===== src/rtl/sac_pkg.sv =====
package sac_pkg;
   // ------------------------------------------------------------
   // Widths
   // ------------------------------------------------------------
   localparam int RES_W = 10;
   localparam int CHAN_W = 4;
   localparam int REF_W = 2;
   localparam int CNT_W = 5;
   localparam int DIV_W = 5;

   // ------------------------------------------------------------
   // Clock rates and converter clock divider
   // ------------------------------------------------------------
   localparam int REF_CLK_KHZ = 10000;
   localparam int CONV_CLK_KHZ = 200;
   localparam int DIV_HALF = REF_CLK_KHZ / (2 * CONV_CLK_KHZ);
   localparam logic [DIV_W-1:0] DIV_LAST = DIV_W'(DIV_HALF - 1);
   localparam logic [DIV_W-1:0] DIV_ZERO = 5'h00;

   // ------------------------------------------------------------
   // Conversion timing, in converter clock cycles
   // ------------------------------------------------------------
   localparam int NORM_CYCLES = 13;
   localparam int EXT_CYCLES = 25;
   localparam logic [CNT_W-1:0] NORM_LAST = CNT_W'(NORM_CYCLES - 1);
   localparam logic [CNT_W-1:0] EXT_LAST = CNT_W'(EXT_CYCLES - 1);
   // Hold falls half a cycle after these rising edges (1.5 / 13.5)
   localparam logic [CNT_W-1:0] NORM_HOLD = 5'h01;
   localparam logic [CNT_W-1:0] EXT_HOLD = 5'h0d;
   localparam logic [CNT_W-1:0] CNT_ZERO = 5'h00;

   // ------------------------------------------------------------
   // Codes and reset values
   // ------------------------------------------------------------
   localparam logic [RES_W-1:0] SAR_MSB = 10'h200;
   localparam logic [RES_W-1:0] RES_ZERO = 10'h000;
   localparam logic [3:0] SAR_TOP_BIT = 4'h9;
   localparam logic [REF_W-1:0] REF_EXTERNAL = 2'h0;
   localparam logic [REF_W-1:0] REF_SUPPLY = 2'h1;
   localparam logic [REF_W-1:0] REF_INTERNAL = 2'h3;
   localparam logic [CHAN_W-1:0] CHAN_BANDGAP = 4'he;
   localparam logic [CHAN_W-1:0] CHAN_GROUND = 4'hf;

   typedef enum logic [1:0] {
      SAC_IDLE = 2'b01,
      SAC_CONV = 2'b10
   } sac_state_e;
endpackage : sac_pkg


===== src/rtl/sac_conv_ctrl.sv =====
// Functional notes
// RULE1: The input is converted by successive approximation to a 10-bit code.
// RULE2: Reference select picks external, analog supply or internal 2.56V.
// RULE3: Channel select picks one of eight pins, analog ground or bandgap.
// RULE4: A free-run select bit chooses single or free-running conversion.
// RULE5: Setting the start bit starts a conversion at the next converter edge.
// RULE6: Converter clock runs while enabled and is held in reset otherwise.
// RULE7: A normal conversion completes in 13 converter clock cycles.
// RULE8: The first conversion after enabling is extended to 25 cycles.
// RULE9: Sample-and-hold is 1.5 cycles (normal) or 13.5 (extended) in.
// RULE10: On completion the result is stored and the complete flag set.
// RULE11: In single mode the start bit clears as the result is stored.
// RULE12: In free-running mode a new conversion follows, start bit stays high.
// RULE13: Software should discard the first result after changing selection.
// RULE14: An extended conversion ends exactly like a normal one.
`timescale 1ns/10ps
`default_nettype none
module sac_conv_ctrl
   import sac_pkg::*;
(
   input wire logic ref_clk_i,
   input wire logic rst_i,
   input wire logic enable_i,
   input wire logic free_run_i,
   input wire logic start_set_i,
   input wire logic flag_clr_i,
   input wire logic [REF_W-1:0] ref_sel_i,
   input wire logic [CHAN_W-1:0] chan_sel_i,
   input wire logic comp_i,
   output logic start_bit_o,
   output logic done_flag_o,
   output logic [RES_W-1:0] result_o,
   output logic [RES_W-1:0] trial_code_o,
   output logic hold_o,
   output logic ref_ext_o,
   output logic ref_supply_o,
   output logic ref_internal_o,
   output logic [7:0] chan_pin_o,
   output logic chan_bandgap_o,
   output logic chan_ground_o
);

   // ------------------------------------------------------------
   // Decode helpers
   // ------------------------------------------------------------
   function automatic logic [9:0] chan_decode(input logic [CHAN_W-1:0] s);
      logic [9:0] d;
      d = 10'h000;
      if (s[3] == 1'b0) begin
         d[s[2:0]] = 1'b1;
      end else if (s == CHAN_BANDGAP) begin
         d[8] = 1'b1;
      end else begin
         // Unused codes fall back to ground, a harmless input
         d[9] = 1'b1;
      end
      return d;
   endfunction

   // ------------------------------------------------------------
   // Reference and channel steering
   // ------------------------------------------------------------
   logic [9:0] chan_dec;
   assign chan_dec = chan_decode(chan_sel_i);

   always_ff @(posedge ref_clk_i) begin
      if (rst_i) begin
         ref_ext_o <= 1'b1;
         ref_supply_o <= 1'b0;
         ref_internal_o <= 1'b0;
      end else begin
         ref_supply_o <= (ref_sel_i == REF_SUPPLY); // RULE2
         ref_internal_o <= (ref_sel_i == REF_INTERNAL); // RULE2
         ref_ext_o <= (ref_sel_i != REF_SUPPLY) && (ref_sel_i != REF_INTERNAL);
      end
   end

   always_ff @(posedge ref_clk_i) begin
      if (rst_i) begin
         chan_pin_o <= 8'h00;
         chan_bandgap_o <= 1'b0;
         chan_ground_o <= 1'b1;
      end else begin
         chan_pin_o <= chan_dec[7:0]; // RULE3
         chan_bandgap_o <= chan_dec[8]; // RULE3
         chan_ground_o <= chan_dec[9];
      end
   end

   // ------------------------------------------------------------
   // Comparator synchroniser
   // ------------------------------------------------------------
   logic comp_meta;
   logic comp_sync;

   always_ff @(posedge ref_clk_i) begin
      if (rst_i) begin
         comp_meta <= 1'b0;
         comp_sync <= 1'b0;
      end else begin
         comp_meta <= comp_i;
         comp_sync <= comp_meta;
      end
   end

   // ------------------------------------------------------------
   // Converter clock divider
   // ------------------------------------------------------------
   logic [DIV_W-1:0] div_cnt;
   logic div_phase;
   logic div_wrap;
   logic rise_tick;
   logic fall_tick;

   assign div_wrap = enable_i && (div_cnt == DIV_LAST);
   assign rise_tick = div_wrap && !div_phase;
   assign fall_tick = div_wrap && div_phase;

   always_ff @(posedge ref_clk_i) begin
      if (rst_i || !enable_i) begin
         div_cnt <= DIV_ZERO; // RULE6
         div_phase <= 1'b0;
      end else if (div_wrap) begin
         div_cnt <= DIV_ZERO;
         div_phase <= !div_phase;
      end else begin
         div_cnt <= div_cnt + 5'h01;
      end
   end

   // ------------------------------------------------------------
   // Conversion sequencer
   // ------------------------------------------------------------
   sac_state_e state;
   logic [CNT_W-1:0] cyc_cnt;
   logic ext_pending;
   logic ext_active;
   logic [RES_W-1:0] sar;
   logic [3:0] bit_ptr;
   logic begin_conv;
   logic done;
   logic decide;
   logic [CNT_W-1:0] hold_at;

   assign hold_at = ext_active ? EXT_HOLD : NORM_HOLD; // RULE9
   assign begin_conv = rise_tick && (state == SAC_IDLE) && start_bit_o;
   assign done = rise_tick && (state == SAC_CONV) &&
      (cyc_cnt == (ext_active ? EXT_LAST : NORM_LAST)); // RULE7 RULE8 RULE14
   assign decide = rise_tick && (state == SAC_CONV) && !done &&
      (cyc_cnt > hold_at) && (cyc_cnt <= hold_at + 5'h0a);
   assign trial_code_o = sar;

   always_ff @(posedge ref_clk_i) begin
      if (rst_i || !enable_i) begin
         state <= SAC_IDLE;
         cyc_cnt <= CNT_ZERO;
      end else begin
         case (state)
            SAC_IDLE: begin
               if (begin_conv) begin
                  state <= SAC_CONV; // RULE5
                  cyc_cnt <= CNT_ZERO;
               end
            end
            SAC_CONV: begin
               if (done) begin
                  // Free run restarts on the same edge
                  state <= free_run_i ? SAC_CONV : SAC_IDLE; // RULE12
                  cyc_cnt <= CNT_ZERO;
               end else if (rise_tick) begin
                  cyc_cnt <= cyc_cnt + 5'h01;
               end
            end
            default: begin
               state <= SAC_IDLE;
               cyc_cnt <= CNT_ZERO;
            end
         endcase
      end
   end

   // First conversion after enabling is the long one
   always_ff @(posedge ref_clk_i) begin
      if (rst_i || !enable_i) begin
         ext_pending <= 1'b1;
         ext_active <= 1'b0;
      end else if (begin_conv) begin
         ext_active <= ext_pending; // RULE8
         ext_pending <= 1'b0;
      end else if (done) begin
         ext_active <= 1'b0;
      end
   end

   // Sample-and-hold and binary search
   always_ff @(posedge ref_clk_i) begin
      if (rst_i || !enable_i) begin
         hold_o <= 1'b0;
         sar <= RES_ZERO;
         bit_ptr <= SAR_TOP_BIT;
      end else if (fall_tick && state == SAC_CONV && cyc_cnt == hold_at) begin
         hold_o <= 1'b1; // RULE9
         sar <= SAR_MSB;
         bit_ptr <= SAR_TOP_BIT;
      end else if (decide) begin
         // Comparator high: input at or above trial, keep the bit
         if (!comp_sync) begin
            sar[bit_ptr] <= 1'b0; // RULE1
         end
         if (bit_ptr != 4'h0) begin
            sar[bit_ptr - 4'h1] <= 1'b1;
            bit_ptr <= bit_ptr - 4'h1;
         end
      end else if (done) begin
         hold_o <= 1'b0;
      end
   end

   // ------------------------------------------------------------
   // Software-visible bits
   // ------------------------------------------------------------
   always_ff @(posedge ref_clk_i) begin
      if (rst_i) begin
         start_bit_o <= 1'b0;
      end else if (start_set_i) begin
         start_bit_o <= 1'b1; // Set wins over completion clear
      end else if (!enable_i) begin
         start_bit_o <= 1'b0;
      end else if (done && !free_run_i) begin
         start_bit_o <= 1'b0; // RULE11 RULE4
      end
   end

   always_ff @(posedge ref_clk_i) begin
      if (rst_i) begin
         done_flag_o <= 1'b0;
      end else if (done) begin
         done_flag_o <= 1'b1; // RULE10
      end else if (flag_clr_i) begin
         done_flag_o <= 1'b0;
      end
   end

   always_ff @(posedge ref_clk_i) begin
      if (rst_i) begin
         result_o <= RES_ZERO;
      end else if (done) begin
         result_o <= sar; // RULE10
      end
   end

   logic conv_seen;
   always_ff @(posedge ref_clk_i) begin
      if (rst_i || !enable_i) begin
         conv_seen <= 1'b0;
      end else if (begin_conv) begin
         conv_seen <= 1'b1;
      end
   end
endmodule // sac_conv_ctrl
`default_nettype wire


===== config.mk =====
export PLATFORM = sky130hd
export DESIGN_NAME = sac_conv_ctrl
export DESIGN_NICKNAME = d
export VERILOG_FILES = /design/src/rtl/sac_pkg.sv /design/src/rtl/sac_conv_ctrl.sv
export SDC_FILE = /design/constraint.sdc
export NUM_CORES = 1
export LEC_CHECK = 0
export ABC_AREA = 1
export BUFFER_PORTS_ARGS = -buffer_cell sky130_fd_sc_hd__buf_2
export CAP_MARGIN = 20
export CELL_PAD_IN_SITES_DETAIL_PLACEMENT = 1
export CELL_PAD_IN_SITES_GLOBAL_PLACEMENT = 1
export CORE_MARGIN = 3
export CORE_UTILIZATION = 35
export CTS_CLUSTER_SIZE = 40
export DETAILED_ROUTE_END_ITERATION = 12
export GPL_TIMING_DRIVEN = 0
export PLACE_DENSITY_LB_ADDON = 0.05
export SETUP_SLACK_MARGIN = 0.02
export SYNTH_ARGS = -nofsm -noshare
export SYNTH_HDL_FRONTEND = slang
export SYNTH_SLANG_ARGS = --single-unit

===== constraint.sdc =====
create_clock -name ref_clk_i -period 4.7 [get_ports ref_clk_i]
set_input_delay 0.235 -clock ref_clk_i [delete_from_list [all_inputs] [get_ports ref_clk_i]]
set_output_delay 0.235 -clock ref_clk_i [all_outputs]
set_load 0.1 [all_outputs]

# Word level (Yosys, flattened, before mapping)

Cells that the tools add are included.

Bits of input ports: 13
Logic and storage cells: 122
Output and inout bits: 36
Register bits: 57

$add $sub $neg: 4
Equality and inequality tests: 15
Muxes and demuxes: 35
Order comparisons: 8
Bitwise operators: 4
Reduce and logical (&&, ||, !) cells: 35

Operators by type and width:

| cell                                                        | number |
|---|---|
| 2-to-1 mux 10 bit                                           | 7 |
| 2-to-1 mux 5 bit                                            | 4 |
| logical AND 1 bit                                           | 17 |
| 2-to-1 mux 1 bit                                            | 14 |
| adder 5 x 1 -> 5 bit (second input constant)                | 2 |
| bitwise AND 10 bit                                          | 1 |
| less-than comparator 4 x 5 -> 1 bit (second input constant) | 2 |
| inverter 10 bit                                             | 1 |
| OR 10 bit                                                   | 1 |
| case mux 5 bit (2 select lines)                             | 1 |
| demux 1 bit (select 4 bit)                                  | 2 |
| >= comparator 4 x 1 -> 1 bit (second input constant)        | 2 |
| 2-to-1 mux 2 bit                                            | 4 |
| AND reduction 2 bit                                         | 4 |
| nonzero test 2 bit                                          | 4 |
| OR reduction 2 bit                                          | 4 |
| inequality test 2 bit (second input constant)               | 3 |
| adder 4 x 4 -> 5 bit (second input constant)                | 1 |
| equality test 5 x 4 -> 1 bit                                | 1 |
| equality test 5 bit                                         | 1 |
| equality test 5 bit (second input constant)                 | 1 |
| > comparator 5 x 4 -> 1 bit                                 | 1 |
| less-or-equal comparator 5 bit                              | 1 |
| less-than comparator 3 x 5 -> 1 bit (second input constant) | 1 |
| 15 further kinds                                            | 21 |

# Logic depth before layout (Yosys ltp)

Depth in word-level cells: 16
Mapped depth: 13
Depth with buffers taken out: 13

# Least setup slack after synthesis

No wires, ideal clock.

Kind: register to register
From: register start_bit_o
To: register cyc_cnt[4]
Arrival: 1.627 ns
Cell stages (with the launch flop): 8
Slack: 2.954 ns
Required time: 4.582 ns
Clock period less this slack: 1.746 ns
Cell sequence: dfxtp_1 -> nand3_2 -> nand2_4 -> nand2_4 -> clkinv_2 -> nor2_1 -> nor2_1 -> nor2_1

Word-level cells in the longest chain between the ends: 3

RTL lines:

| element                         | RTL line             | RTL |
|---|---|---|
| from (decl)                     | sac_conv_ctrl.sv:30  | `output logic start_bit_o,` |
| from (signal assigned)          | sac_conv_ctrl.sv:224 | `start_bit_o <= 1'b0;` |
| from (signal assigned)          | sac_conv_ctrl.sv:226 | `start_bit_o <= 1'b1;` |
| from (signal assigned)          | sac_conv_ctrl.sv:228 | `start_bit_o <= 1'b0;` |
| logical AND 1 bit               | sac_conv_ctrl.sv:146 | `assign begin_conv = rise_tick && (state == SAC_IDLE) && start_bit_o;` |
| inequality test 2 bit (no line) | n/a                  |  |
| AND reduction 2 bit (no line)   | n/a                  |  |
| to (signal assigned)            | sac_conv_ctrl.sv:171 | `cyc_cnt <= cyc_cnt + 5'h01;` |
| to (decl)                       | sac_conv_ctrl.sv:135 | `logic [CNT_W-1:0] cyc_cnt;` |

No other way between the ends.
A chain may end at the register's enable or synchronous reset.

# Worst setup path in the final report

From: register bit_ptr[0]
To: register sar[4] (netlist: trial_code_o[4])

Word-level cells in the longest chain between the ends: 12
Elaborated cells between the ends (all ways): 20

RTL lines:

| element                                                                                                   | RTL line             | RTL |
|---|---|---|
| from (decl)                                                                                               | sac_conv_ctrl.sv:139 | `logic [3:0] bit_ptr;` |
| from (signal assigned)                                                                                    | sac_conv_ctrl.sv:212 | `bit_ptr <= bit_ptr - 4'h1;` |
| less-than comparator 4 x 5 -> 1 bit (implied by the code) or >= comparator 4 x 1 -> 1 bit (tied branches) | sac_conv_ctrl.sv:208 | `sar[bit_ptr] <= 1'b0;` |
| logical AND 1 bit (implied by the code)                                                                   | sac_conv_ctrl.sv:208 |  |
| 2-to-1 mux 1 bit (implied by the code)                                                                    | sac_conv_ctrl.sv:208 |  |
| demux 1 bit (select 4 bit)                                                                                | sac_conv_ctrl.sv:208 |  |
| inverter 10 bit (no line)                                                                                 | n/a                  |  |
| bitwise AND 10 bit (no line)                                                                              | n/a                  |  |
| 2-to-1 mux 10 bit                                                                                         | sac_conv_ctrl.sv:207 | `if (!comp_sync) begin` |
| 2-to-1 mux 10 bit                                                                                         | sac_conv_ctrl.sv:205 | `end else if (decide) begin` |
| 2-to-1 mux 10 bit                                                                                         | sac_conv_ctrl.sv:201 | `end else if (fall_tick && state == SAC_CONV && cyc_cnt == hold_at) begin` |
| 2-to-1 mux 10 bit                                                                                         | sac_conv_ctrl.sv:197 | `if (rst_i \|\| !enable_i) begin` |
| OR 10 bit (no line)                                                                                       | n/a                  |  |
| 2-to-1 mux 10 bit (*)                                                                                     | sac_conv_ctrl.sv:210 | `if (bit_ptr != 4'h0) begin` |
| to (signal assigned)                                                                                      | sac_conv_ctrl.sv:199 | `sar <= RES_ZERO;` |
| to (signal assigned)                                                                                      | sac_conv_ctrl.sv:203 | `sar <= SAR_MSB;` |
| to (signal, indexed assignment)                                                                           | sac_conv_ctrl.sv:211 | `sar[bit_ptr - 4'h1] <= 1'b1;` |
| to (decl)                                                                                                 | sac_conv_ctrl.sv:138 | `logic [RES_W-1:0] sar;` |

Mark *: on every way between the ends. The rest lies on a longest branch, timed or not. The select of a mux whose other input is x is not followed.

==> impl_metrics.ini <==
[clock_network]
cts_tree = yes
cts_resized = 0
cts_made_buffers = 9
clkLatencyLatePin_ns = 0.33
hold_buffers = 0
clk_pin_slew_ns = 0.07
postCtsSetupBuffers = 0
ctsRootBufferMaster = clkbuf_8
htree_levels = 3
cts_sinks = 57
cts_buffer_depth = 2

[finish]
layout_common_cells = nand2_1 (83), nor2_1 (63), dfxtp_1 (57)
drive_above_1_share = 0.220
areaGrowthSynthToFinish_pct = 19.8
n_antenna_cell = 0
layout_commonest_cell = nand2_1
nets = 451
fillCellCount = 973

[drt]
routedWlPerCell_um = 13.4
viasPerCell = 4.67
drtIter0Drc = 34
detail-route-antenna-nets = 0
detail_route.wirelength_mm = 7.06
dr.pass1.iters = 4
drc_errors = 0
vias = 2459

[power]
finalPower_mw = 0.950
peakVddDrop_mv = 0.143
power_density_nw_per_um2 = 293
cellLeakagePower_nw = 1.56

[synthesis]
synthAdderAreaFrac = 0.0693
synthesis.instances = 364
synth.avg_cell_area_um2 = 7.44
synth-xor-area-share = 0.0129
yosysWarnings = 0
synth-seq-cells = 57
synth_edf_count = 0
synth_area_um2 = 2710
muxShareOfSynthArea = 0
synth_top_area_share = 0.421
synth-seq-area-share = 0.421
synth_compound_area_frac = 0.126
netlist-cell-type-count = 34
yosysTopAreaCell = dfxtp_1
synth_top_family_by_area = simple AND/OR/NAND/NOR gates
ys_top_cells_by_area = dfxtp_1 (42%), nand2_1 (12%), nor2_1 (8.7%)
synth_nets = 392
synth_simple_gate_area_share = 0.291
synth_ff_type = dfxtp_1
synthArstFlopShare = 0

[floorplanning]
die_h_um = 94.0
fp.dieW_um = 94.0
die_area_um2 = 8830
rows = 31
coreArea_um2 = 7370
initial_core_util = 0.367
ioPinCount = 49

[critical_path]
startpoint = bit_ptr[0]
worst_setup_path_start_kind = flip-flop
crit_path_cell_trace = inv_1, ha_1, inv_1, nand2_1, nand2_1, inv_1, nor2_1, nand2_1, o21ai_0, nand2_1, a21oi_2
crit_top_cell = nand2_1
cpPeakStageDelay_ns = 0.39
crit_type = flip-flop to flip-flop
slowest_stage = dfxtp_1
cp_top_family = simple AND/OR/NAND/NOR gates
crit_required_ns = 4.97
path_buf_inv = 3
path_max_fanout = 5
cp_data_arrival_time_ns = 2.23
critPathCaptureType = flip-flop
r2r-start = bit_ptr[0]

[global_routing]
grt_pass1_wl_mm = 11.9
grt_max_degree = 11
grt-ovfl-total = 0
track_usage = 0.172
grt_antenna_before_repair = 0
grt_pass1_vias = 2514

[placed_design]
routabilityCongestion = 0.804
port_buffers = 48
dp_hpwl_mm = 5.56

[timing]
post-route-period-util = 0.418
max_freq_ghz = 0.509
rsz0062_at_grt = no
setup_viol = 0
slew_headroom = 0.666
tightest_slew_ns = 0.504
finalHoldViolCount = 0
setup_tns_ns = 0
report.final.slew_viol_count = 0
clock_skew_ns = 0.00995
post-route-min-period_ns = 1.96

[worst_hold_path]
min_from = ref_sel_i[1]
hp-class = input port to flip-flop

[flow_run]
max_cap_violations = 0

[status]
status = finished clean
[cell usage after synthesis (3+ instances only)]
master / count
nand3_1: 19
nand2_1: 83
a21oi_2: 9
dfxtp_1: 57
nor2_1: 63
ha_1: 15
nor2_2: 3
xor2_1: 3
inv_1: 43
o31ai_1: 8
buf_2: 3
a21oi_1: 8
o21ai_0: 17
nand4_1: 5
[where the power goes]
group | internal (mW) | leakage, nW | switching (mW)
Combinational | 0.0110 | 1.01 | 0.0458
Clock | 0.204 | 0.0891 | 0.199
Sequential | 0.488 | 0.461 | 0.00238
Total | 0.703 | 1.56 | 0.247
[registers in the layout (all words and copies together) (netlist names), 2 cells and up]
signal        count
bit_ptr           4
trial_code_o     10
div_cnt           5
chan_pin_o        8
result_o         10
state             2
cyc_cnt           5
[layer usage]
layer / track usage / wire (µm) / vias up
li1: - / - / 1272
met5: 0 / 0 / -
met4: 0.0469 / 54 / 0
met2: 0.298 / 3590 / 29
met1: 0.205 / 3230 / 1154
met3: 0.0505 / 190 / 4
[cells by family (layout without fill, tap and decap cells)]
group,count (synthesis),count (layout)
xor+xnor,4,4
flops,57,57
fa+ha+maj,15,15
compound gates,52,52
simple gates,183,183
buf+inv,53,117
[worst paths after layout]
check               endpoint  slack, ns  depth (start not counted)
max          trial_code_o[4]       2.74                         11
min             ref_supply_o       0.07                          2
max reg2reg  trial_code_o[4]       2.74                         11
min reg2reg        comp_sync       0.41                          2
[layout make-up]
type                       instances  area (µm²)  share of cell area
sequential                        57        1140               0.352
inverter                          46         174              0.0536
multi-input combinational        254        1350               0.417
timing repair buffer              48         240              0.0740
tap                               99         124              0.0382
clock buffer                      11         141              0.0436
buffer                             7        41.3              0.0127
clock inverter                     5        31.3             0.00964
[per-stage QoR]
stage	hold slack [ns]	setup slack, ns	utilization	cells	cell area [µm²]
final	0.0675	2.74	0.440	527	3240
after global routing	0.0460	2.46	0.440	527	3240
after CTS	0.0488	2.73	0.440	527	3240
after detailed placement	0.400	2.76	0.417	511	3070
after global placement	0.398	2.82	0.417	511	3070
after floorplan	0.304	2.95	-	364	2710
Power figures use the tool's default switching activity.
